File: config.mk
export PLATFORM = sky130hd
export DESIGN_NAME = cefm_bank
export DESIGN_NICKNAME = d
export VERILOG_FILES = /design/src/pkg/cefm_pkg.sv /design/src/hw/cefm_bank.sv
export VERILOG_INCLUDE_DIRS = /design/src /design/src/pkg
export SDC_FILE = /design/constraint.sdc
export NUM_CORES = 1
export LEC_CHECK = 0
export BUFFER_PORTS_ARGS = -buffer_cell sky130_fd_sc_hd__buf_2
export CORE_MARGIN = 3
export CORE_UTILIZATION = 49
export DETAILED_ROUTE_END_ITERATION = 8
export PLACE_DENSITY_LB_ADDON = 0.08
export SLEW_MARGIN = 20
export SYNTH_ARGS = -nofsm -noshare
export SYNTH_HDL_FRONTEND = slang
export SYNTH_SLANG_ARGS = --single-unit
File: constraint.sdc
create_clock -name clk -period 1.75 [get_ports clk]
set_input_delay 0.35 -clock clk [delete_from_list [all_inputs] [get_ports clk]]
set_output_delay 0.35 -clock clk [all_outputs]
set_load 0.1 [all_outputs]
File: src/pkg/cefm_consts.svh
// Offsets, field positions and reset values of the charger event flag and mask bank.
`ifndef CEFM_CONSTS_SVH
`define CEFM_CONSTS_SVH

`define CEFM_OFS_CHARGE_FLAGS 8'h03
`define CEFM_OFS_FAULT_FLAGS  8'h04
`define CEFM_OFS_CONV_FLAGS   8'h05
`define CEFM_OFS_TIMER_FLAGS  8'h06
`define CEFM_OFS_CHARGE_MASKS 8'h07
`define CEFM_OFS_FAULT_MASKS  8'h08
`define CEFM_OFS_CONV_MASKS   8'h09

`define CEFM_FLAG_RESET       8'h00
`define CEFM_CHARGE_MASK_RST  8'h00
`define CEFM_FAULT_MASK_RST   8'h00
`define CEFM_CONV_MASK_RST    8'h71

`define CEFM_CHARGE_VALID     8'h7F
`define CEFM_FAULT_VALID      8'hBF
`define CEFM_CONV_VALID       8'hF1
`define CEFM_TIMER_VALID      8'h77

`define CEFM_BIT_WATCHDOG     6
`define CEFM_BIT_SAFETY       5
`define CEFM_BIT_REG_OC       4
`define CEFM_BIT_WAKE_FIRST   2
`define CEFM_BIT_WAKE_SECOND  1
`define CEFM_BIT_RESET_WARN   0

`endif

File: src/pkg/cefm_pkg.sv
// Types shared by the charger event flag and mask bank.
`default_nettype none
package cefm_pkg;

  typedef struct packed {
    logic       rd;
    logic       wr;
    logic [7:0] addr;
    logic [7:0] wdata;
  } cefm_req_t;

  typedef struct packed {
    logic watchdog_expired_flag;
    logic safety_timer_expired_flag;
    logic regulator_overcurrent_flag;
    logic button_wake_first_flag;
    logic button_wake_second_flag;
    logic button_reset_warning_flag;
  } cefm_timer_ev_t;

  typedef logic [3:0][7:0] cefm_bytes_t;

endpackage
`default_nettype wire

File: src/hw/cefm_bank.sv
// Charger event flag registers, mask registers and interrupt request.
`include "cefm_consts.svh"
`default_nettype none
module cefm_bank
  import cefm_pkg::*;
(
  // Clock and reset.
  input  wire logic           clk,
  input  wire logic           reset,
  // Register access from the serial bus engine.
  input  wire cefm_req_t      req,
  output logic         [7:0]  rdata_q,
  output logic                rvalid_q,
  // Event pulses.
  input  wire logic    [7:0]  charge_ev,
  input  wire logic    [7:0]  fault_ev,
  input  wire logic    [7:0]  conv_ev,
  input  wire cefm_timer_ev_t timer_ev,
  // Interrupt request to the host.
  output logic                irq_q
);

  // ********************************************************
  // Flag registers.
  // ********************************************************
  localparam cefm_bytes_t FLAG_VALID = {`CEFM_TIMER_VALID, `CEFM_CONV_VALID,
                                        `CEFM_FAULT_VALID, `CEFM_CHARGE_VALID};

  logic        [7:0] flag_q [4];
  logic        [7:0] flag_d [4];
  logic        [7:0] pend_vec [4];
  logic        [7:0] mask_q [3];
  logic        [7:0] timer_vec;
  logic              irq_d;
  cefm_bytes_t       ev_vec;
  wire logic   [3:0] rd_hit;

  always_comb
  begin
    timer_vec                        = 8'h00;
    timer_vec[`CEFM_BIT_WATCHDOG]    = timer_ev.watchdog_expired_flag;
    timer_vec[`CEFM_BIT_SAFETY]      = timer_ev.safety_timer_expired_flag;
    timer_vec[`CEFM_BIT_REG_OC]      = timer_ev.regulator_overcurrent_flag;
    timer_vec[`CEFM_BIT_WAKE_FIRST]  = timer_ev.button_wake_first_flag;
    timer_vec[`CEFM_BIT_WAKE_SECOND] = timer_ev.button_wake_second_flag;
    timer_vec[`CEFM_BIT_RESET_WARN]  = timer_ev.button_reset_warning_flag;
  end

  assign ev_vec = {timer_vec, conv_ev, fault_ev, charge_ev};

  genvar g;
  genvar b;
  generate
    for (g = 0; g < 4; g++)
    begin : g_flag
      assign rd_hit[g] = req.rd && (req.addr == (`CEFM_OFS_CHARGE_FLAGS + 8'(g)));
      // A read clears the flags, but an event in the same cycle survives.
      assign flag_d[g] = ((rd_hit[g] ? 8'h00 : flag_q[g]) | ev_vec[g]) & FLAG_VALID[g];
      always_ff @(posedge clk or posedge reset)
      begin
        if (reset)
          flag_q[g] <= `CEFM_FLAG_RESET;
        else
          flag_q[g] <= flag_d[g];
      end
      if (g < 3)
      begin : g_masked
        assign pend_vec[g] = flag_q[g] & ~mask_q[g];
      end
      else
      begin : g_open
        // The timer flags have no mask in this bank.
        assign pend_vec[g] = flag_q[g];
      end

      for (b = 0; b < 8; b++)
      begin : g_bit
        if (FLAG_VALID[g][b])
        begin : g_live

        end
      end
    end
  endgenerate

  // ********************************************************
  // Mask registers.
  // ********************************************************
  always_ff @(posedge clk or posedge reset)
  begin
    if (reset)
    begin
      mask_q[0] <= `CEFM_CHARGE_MASK_RST;
      mask_q[1] <= `CEFM_FAULT_MASK_RST;
      mask_q[2] <= `CEFM_CONV_MASK_RST;
    end
    else if (req.wr)
    begin
      case (req.addr)
        `CEFM_OFS_CHARGE_MASKS: mask_q[0] <= req.wdata;
        `CEFM_OFS_FAULT_MASKS:  mask_q[1] <= req.wdata;
        `CEFM_OFS_CONV_MASKS:   mask_q[2] <= req.wdata;
        default:                mask_q[0] <= mask_q[0];
      endcase
    end
  end

  // ********************************************************
  // Read port.
  // ********************************************************
  always_ff @(posedge clk or posedge reset)
  begin
    if (reset)
    begin
      rdata_q  <= 8'h00;
      rvalid_q <= 1'b0;
    end
    else
    begin
      rvalid_q <= req.rd;
      if (req.rd)
      begin
        case (req.addr)
          `CEFM_OFS_CHARGE_FLAGS: rdata_q <= flag_q[0];
          `CEFM_OFS_FAULT_FLAGS:  rdata_q <= flag_q[1];
          `CEFM_OFS_CONV_FLAGS:   rdata_q <= flag_q[2];
          `CEFM_OFS_TIMER_FLAGS:  rdata_q <= flag_q[3];
          `CEFM_OFS_CHARGE_MASKS: rdata_q <= mask_q[0];
          `CEFM_OFS_FAULT_MASKS:  rdata_q <= mask_q[1];
          `CEFM_OFS_CONV_MASKS:   rdata_q <= mask_q[2];
          default:                rdata_q <= 8'h00;
        endcase
      end
    end
  end

  // ********************************************************
  // Interrupt request.
  // ********************************************************
  always_ff @(posedge clk or posedge reset)
  begin
    if (reset)
      irq_q <= 1'b0;
    else
      irq_q <= irq_d;
  end

  // Interrupt sum over every unmasked flag.
  always_comb
  begin
    irq_d = 1'b0;
    for (int i = 0; i < 4; i++)
    begin
      irq_d = irq_d | (|pend_vec[i]);
    end
  end
endmodule
`default_nettype wire

=== Word-level counts from Yosys, hierarchy flattened ===
Index checks and enable logic that the tools add are counted.

* Eq/ne operators: 7
* Mux-type cells: 5
* Bitwise gates (word level): 13
* Reductions and logical operators: 11

{| class="wikitable"
|+ Operator list
! kind !! count
|-
| one-hot mux 8 bit (7 select lines) || 1
|-
| == test 8 x 3 -> 1 bit (second input constant) || 4
|-
| inverter 8 bit || 3
|-
| OR reduction 8 bit || 3
|-
| bitwise AND 8 bit || 2
|-
| == test 8 x 4 -> 1 bit (second input constant) || 2
|-
| 2-to-1 mux 8 bit || 2
|-
| OR 8 bit || 2
|-
| 2-to-1 mux 7 bit || 2
|-
| OR 7 bit || 2
|-
| bitwise AND 7 x 8 -> 8 bit || 1
|-
| == test 8 x 2 -> 1 bit (second input constant) || 1
|-
| AND reduction 2 bit || 3
|-
| OR reduction 6 bit || 1
|-
| logical AND 1 bit || 4
|-
| OR 1 bit || 3
|}

* Register bits: 59
* Bits of input ports: 50
* Output and inout port bits: 10
* Word-level logic and storage cells: 46

=== Longest topological paths before layout ===
Gate-level depths: netlist of the first run.

* Depth after elaboration: 6
* Depth in mapped cells: 6

=== Worst setup path before layout of the first run ===
No wires, ideal clock.

* Path type: in2reg
* From: input port req[13] (netlist name)
* To: register mask_q[16] (netlist name)
* Setup time: 125 ps
* Arrival: 1749 ps
* Slack: -124 ps
* Cell stages on the path: 5
* Path buffers: 1
* Cells stage by stage: or4_4 nor2b_4 and4_4 buf_12 mux2_4

* Word-level cells in the longest chain between the ends: 2

{| class="wikitable"
|+ Ends and longest elaborated chain
! what !! RTL line !! RTL
|-
| start, declared || cefm_bank.sv:11 || <nowiki>input wire cefm_req_t req,</nowiki>
|-
| == test 8 x 3 -> 1 bit || cefm_bank.sv:99 || <nowiki>case (req.addr)</nowiki>
|-
| AND reduction 2 bit (no line) || n/a ||
|-
| end, declared || cefm_bank.sv:32 || <nowiki>logic [7:0] mask_q [3];</nowiki>
|}

Every way passes these cells.
A chain may end at the register's enable or synchronous reset.

=== Worst setup path in the final report of the first run ===
* From: input port req[14] (netlist name)
* To: register mask_q[7] (netlist name)

* Word-level cells in the longest chain between the ends: 2

{| class="wikitable"
|+ Ends and longest elaborated chain
! what !! RTL line
|-
| == test 8 x 4 -> 1 bit || cefm_bank.sv:99
|-
| AND reduction 2 bit (no line) || n/a
|}

Every way passes these cells.

==> metrics.yaml, run 1 <==
power:
  p_leak_nw: 1.693
  ir_drop_mv: 0.5600
  p_per_area_mw_per_mm2: 824.9
cts:
  cts-root-buf: "clkbuf_8"
  clockBufferDepth: 2
  cts-hold-fix-buffers: 0
  ctsResizeCount: 0
  ctsHtreeMaxLevel: 3
  postCtsSetupRepairBufs: 0
  insertion_delay_ns: 0.35
  numCtsBuffers: 9
  path_clk_slew_ns: 0.07
  cts_tree: "done"
  cts.sinks: 59
synthesis:
  avgSynthCellArea_um2: 12.03
  synth_area_mm2: 0.002828
  synth_cells: 235
  synth_edf_count: 0
  ys_ff_latch: 59
  synth_warnings: 0
  ys.flop_type: "dfrtp_1"
  ys_types: 38
  synthArstFlopShare_pct: 100.0
  synth_nets: 285
  synth.yosys.seq_area_share_pct: 52.39
floorplanning:
  boundaryPins: 60
  die_area_mm2: 0.006718
  fp.coreArea_mm2: 0.005540
  rows: 27
  initial_utilization_pct: 51.04
  die_w_um: 81.97
  die_h_um: 81.97
layout:
  utilization_pct: 64.79
  drive_gt1_share_pct: 41.07
  nFillCells: 447
  final_cell_mix: "55 x dfrtp_1, 54 x buf_2, 26 x a21o_1"
  diodes: 0
  final_common_cell: "dfrtp_1"
  seqCellArea_mm2: 0.001481
  multi_input_area_mm2: 0.001246
  final_net_count: 364
  area_delta_synth_final_pct: 26.95
  stdcell_count: 391
drt:
  avgRoutedWirePerCell_um: 18.24
  vias: 2205
  wl_mm: 7.132
  viasPerCell: 5.639
  drtIter0Drc: 84
  drc: 0
  first_pass_iters: 4
  drtAntennaViolNets: 0
global_route:
  grt_pass1_vias: 2201
  grt_pass1_wl_mm: 11.36
  antenna_found_initial: 0
  grt_overflow: 0
  grt_max_degree: 60
  grtUsageTotal_pct: 23.74
place:
  port_buffers: 54
  placed_cells: 375
  dp_slack_ns: -0.3026
  gp_congestion: 0.8717
  dp_hpwl_mm: 5.380
min_path:
  hold_class: "in2async"
run_status:
  outcome: "complete, no violations"
setup_path:
  path_class: "in2reg"
  critPathLaunchType: "input port"
  crit_start: "req[14]"
  cp_max_fo: 5
  arrival_ns: 1.93
  end_kind: "flip-flop"
  rr_startpoint: "flag_q[1]"
  cp.required_ns: 1.98
timing:
  min_period_ns: 1.699
  setup_violations: 0
  slew_viol_final: 0
  clock_skew_ns: 0.007241
  fin_hold_ws_ns: 0.06664
  max_freq_mhz: 588.4
  fin_setup_tns_ns: 0
  hold_viol_final: 0
  fin_crit_sh_pct: 97.11
  setup_ws_ns: 0.05051
  grt_setup_unrepaired: "false"
  relSlewSlack_pct: 67.79
  worst_pin_slew_ns: 0.4865
job:
  cap_violations: 0
kinds of logic (layout without fill, tap and decap cells):
group           count (synthesis)  count (layout)  synth area share, %
mux                            35              35                14.65
flops                          59              59                52.39
buf+inv                        34             118                5.531
simple gates                   39              39                9.425
compound gates                 68              68                18.01
worst paths after layout:
check	end	slack (ns)	depth (start not counted)
worst min register to register	flag_q[30]	0.48	1
min in group clk	flag_q[27]	0.17	2
worst min-delay path	mask_q[19]	0.07	3
worst max register to register	rdata_q[1]	0.33	4
worst max-delay path	mask_q[7]	0.05	6
max in group asynchronous	mask_q[6]	1.37	3
through the flow:
step	power [mW]	area [µm²]
after floorplan	1.606	2895
after global placement	1.733	3391
after detailed placement	1.736	3391
after CTS	2.992	3590
after global routing	3.083	3590
final	2.961	3590
report_power, final:
group	total, mW	switching, mW	internal [mW]	leakage (nW)
clock	1.25	0.583	0.666	0.104
sequential	1.42	0.0245	1.40	0.668
combinational	0.291	0.147	0.144	0.921
total	2.96	0.755	2.21	1.69
registers in the layout, indices dropped and copies added, names as in the netlist:
name      cells
flag_q       25
mask_q       24
rdata_q       8
irq_q         1
rvalid_q      1
synth_stat cells, types with 3 or more instances:
cell type  instances  share of area [%]
mux2_4             8                4.2
a221oi_1           4                1.2
nand2b_1           8                1.8
nand3b_1           3               0.80
nor2b_1            4               0.88
mux2i_1            8                2.8
dfstp_2            4                3.7
o2bb2ai_1          4                1.2
dfrtp_1           55                 49
buf_2              4               0.71
mux2_2            18                7.2
o22ai_1           15                3.3
clkbuf_1           4               0.53
inv_1             23                3.1
a22o_1             9                2.8
nor3_1             4               0.71
nand3_1            6                1.1
a21o_1            26                6.9
routing by layer:
metal,global-route usage [%],vias to the layer above,part of all wire [%]
met5,0,-,0
met4,12.29,0,2.1
met3,5.263,17,3.9
met2,36.67,55,48
met1,31.19,1108,46
li1,-,1025,-
worst max-delay path, stage by stage:
cell,delay [ns]
buf_2,0.10
or4_4,0.58
nor2_4,0.13
and4_1,0.28
buf_4,0.19
mux2_4,0.30
final cells by class:
cell class | count | area share (%)
sequential | 59 | 41.27
clock buffer | 9 | 3.451
clock inverter | 7 | 2.091
multi-input combinational | 142 | 34.72
inverter | 23 | 2.510
timing repair buffer | 79 | 13.45
tap | 72 | 2.510
(Power assumes the default switching activity.)
==> run 2: changes to the inputs <==
--- a/config.mk
+++ b/config.mk
@@ -9,5 +9,6 @@
 export BUFFER_PORTS_ARGS = -buffer_cell sky130_fd_sc_hd__buf_2
 export CORE_MARGIN = 3
-export CORE_UTILIZATION = 49
+export CORE_UTILIZATION = 51
+export CTS_BUF_LIST = sky130_fd_sc_hd__clkbuf_8
 export DETAILED_ROUTE_END_ITERATION = 8
 export PLACE_DENSITY_LB_ADDON = 0.08
==> constraint.sdc (replaced) <==
create_clock -name clk -period 1.75 [get_ports clk]
set_input_delay 0.35 -clock clk [delete_from_list [all_inputs] [get_ports clk]]
set_output_delay 0.35 -clock clk [all_outputs]
set_load 0.005 [all_outputs]
==> run 2 against run 1 <==
Core utilization up 3.7 points. Sequential share of layout area hardly changed. Setup slack better by 0.015 ns. Critical path type unchanged. Critical endpoint unchanged. Largest cell class unchanged.
==> metrics.yaml, run 2 (synthesis gave the netlist of run 1 again) <==
layout:
  final_common_cell: "dfrtp_1"  # unchanged
  largestRegisters: "flag_q x25, mask_q x24, rdata_q x8"  # unchanged
  final_net_count: 366  # was 364
  utilization_pct: 68.49  # was 64.79%
  top_register: "flag_q"  # unchanged
  diodes: 0  # unchanged
  drive_gt1_share_pct: 40.81  # was 41.07%
  final_cell_mix: "55 x dfrtp_1, 54 x buf_2, 26 x a21o_1"  # unchanged
  fin_area_mm2: 0.003587  # was 0.003590 mm²
  area_delta_synth_final_pct: 26.86  # was 26.95%
  largest_reg_flops: 25  # unchanged
cts:
  ctsResizeCount: 0  # unchanged
  numCtsBuffers: 9  # unchanged
  clockBufferDepth: 2  # unchanged
  cts_tree: "done"  # unchanged
  cts-root-buf: "clkbuf_8"  # unchanged
  cts.sinks: 59  # unchanged
  path_clk_slew_ns: 0.07  # about the same
  ctsHtreeMaxLevel: 3  # unchanged
  insertion_delay_ns: 0.34  # was 0.35 ns
power:
  power_mw: 2.910  # was 2.961 mW
  p_per_area_mw_per_mm2: 811.2  # was 824.9 mW/mm²
  p_leak_nw: 1.686  # was 1.693 nW
  p_sw_uw: 717.8  # was 754.7 µW
  p_int_mw: 2.192  # was 2.206 mW
  p_clk_share_pct: 41.6  # was 42.2%
  combPwrFrac_pct: 9.6  # was 9.8%
  power_frac_seq_pct: 48.8  # was 48.0%
  sw_frac_of_total_pct: 24.67  # was 25.49%
  ir_drop_mv: 0.8260  # was 0.5600 mV
drt:
  viasPerCell: 5.675  # was 5.639
  drtIter0Drc: 127  # was 84
  avgRoutedWirePerCell_um: 18.49  # was 18.24 µm
  drtAntennaViolNets: 0  # unchanged
  vias: 2219  # was 2,205
  wl_mm: 7.231  # was 7.132 mm
  first_pass_iters: 5  # was 4
  drc: 0  # unchanged
setup_path:
  r2r_slack_ns: 0.38  # was 0.33 ns
  arrival_ns: 1.91  # was 1.93 ns
  crit_start: "req[14]"  # unchanged
  cp.required_ns: 1.97  # was 1.98 ns
  cp_max_fo: 4  # was 5
  crit-reg2reg-capture: "rdata_q[2]"  # was rdata_q[1]
  rr_startpoint: "flag_q[2]"  # was flag_q[1]
  end_kind: "flip-flop"  # unchanged
  ff2ff_path_depth: 4  # unchanged
  endpoint: "mask_q[7]"  # unchanged
  path_class: "in2reg"  # unchanged
  critPathLaunchType: "input port"  # unchanged
floorplanning:
  initial_utilization_pct: 53.99  # was 51.04%
  boundaryPins: 60  # unchanged
  die_area_mm2: 0.006474  # was 0.006718 mm²
  die_w_um: 80.46  # was 81.97 µm
  die_h_um: 80.46  # was 81.97 µm
  fp.coreArea_mm2: 0.005238  # was 0.005540 mm²
  rows: 26  # was 27
timing:
  slew_viol_final: 0  # unchanged
  grt_setup_unrepaired: "false"  # unchanged
  fin_crit_sh_pct: 96.23  # was 97.11%
  relSlewSlack_pct: 71.16  # was 67.79%
  min_period_ns: 1.684  # was 1.699 ns
  clock_skew_ns: 0.007161  # was 0.007241 ns
  hold_viol_final: 0  # unchanged
  setup_violations: 0  # unchanged
  worst_pin_slew_ns: 0.4317  # was 0.4865 ns
  max_freq_mhz: 593.8  # was 588.4 MHz
  fin_hold_ws_ns: 0.1768  # was 0.06664 ns
job:
  cap_violations: 0  # unchanged
global_route:
  grt_max_degree: 26  # was 60
  grt_overflow: 0  # unchanged
  antenna_found_initial: 0  # unchanged
  grtUsageTotal_pct: 25.09  # was 23.74%
  grt_pass1_vias: 2320  # was 2,201
  grt_pass1_wl_mm: 11.79  # was 11.36 mm
min_path:
  hold_class: "in2reg"  # was in2async
run_status:
  outcome: "complete, no violations"  # unchanged
place:
  gp_congestion: 0.8929  # was 0.8717
  port_buffers: 54  # unchanged
  place_area_mm2: 0.003383  # was 0.003391 mm²
  dp_hpwl_mm: 5.514  # was 5.380 mm
[run 2: changes by cell type in the layout (fill, tap and decap cells not counted)]
cell / before / now
inv_6: 2 / 0
clkinv_4: 2 / 1
clkinv_2: 2 / 1
clkinvlp_4: 1 / 4
buf_12: 2 / 1
buf_4: 23 / 25
inv_1: 22 / 23
dlygate4sd3_1: 0 / 1
[run 2: cell type report]
class	count	area (µm²)
multi-input combinational	142	1246
tap	70	87.58
timing repair buffer	81	488.0
clock inverter	7	70.07
inverter	23	90.09
fill	428	1650
sequential	59	1481
clock buffer	9	123.9
[run 2: stage by stage]
stage | setup slack, ns | TNS (ns) | instances
final | 0.06600 | 0 | 391
after CTS | 0.09057 | 0 | 391
after floorplan | -0.1200 | -1.937 | 235
after global routing | 0.05279 | 0 | 391
after detailed placement | -0.2742 | -8.966 | 374
after global placement | -0.2528 | -8.448 | 374
[run 2: power by group through the flow]
stage / Sequential [mW] / Clock, mW / Combinational, mW
3_3_place_gp: 1.44 / 0 / 0.271
5_1_grt: 1.42 / 1.30 / 0.306
6_report: 1.42 / 1.21 / 0.279
3_5_place_dp: 1.44 / 0 / 0.278
4_1_cts: 1.42 / 1.24 / 0.280
2_1_floorplan: 1.44 / 0 / 0.156
[run 2: metal layers]
layer,share of wire (%),global-route usage [%]
met4,1.8,9.628
met1,43,32.39
met2,51,40.56
met5,0,0
met3,4.9,6.278
[run 2: worst min-delay path by stage]
stage / cells past startpoint / to / from
after floorplan: 0 / rvalid_q / req[17]
after global placement: 2 / flag_q[26] / reset
after CTS: 2 / flag_q[13] / conv_ev[5]
after detailed placement: 2 / flag_q[26] / reset
final: 2 / flag_q[16] / fault_ev[0]
after global routing: 2 / flag_q[21] / fault_ev[5]
[run 2: what timing repair did]
action                     4_1_cts  5_1_grt
setup endpoints to repair        0        0
hold buffers                     1        0
buffers inserted                 0        0
hold endpoints to repair         9        0
[run 2: worst max-delay path, stage by stage]
cell    delay, ns
buf_2        0.10
or4_4        0.58
nor2_4       0.13
and4_1       0.27
buf_4        0.18
mux2_4       0.30
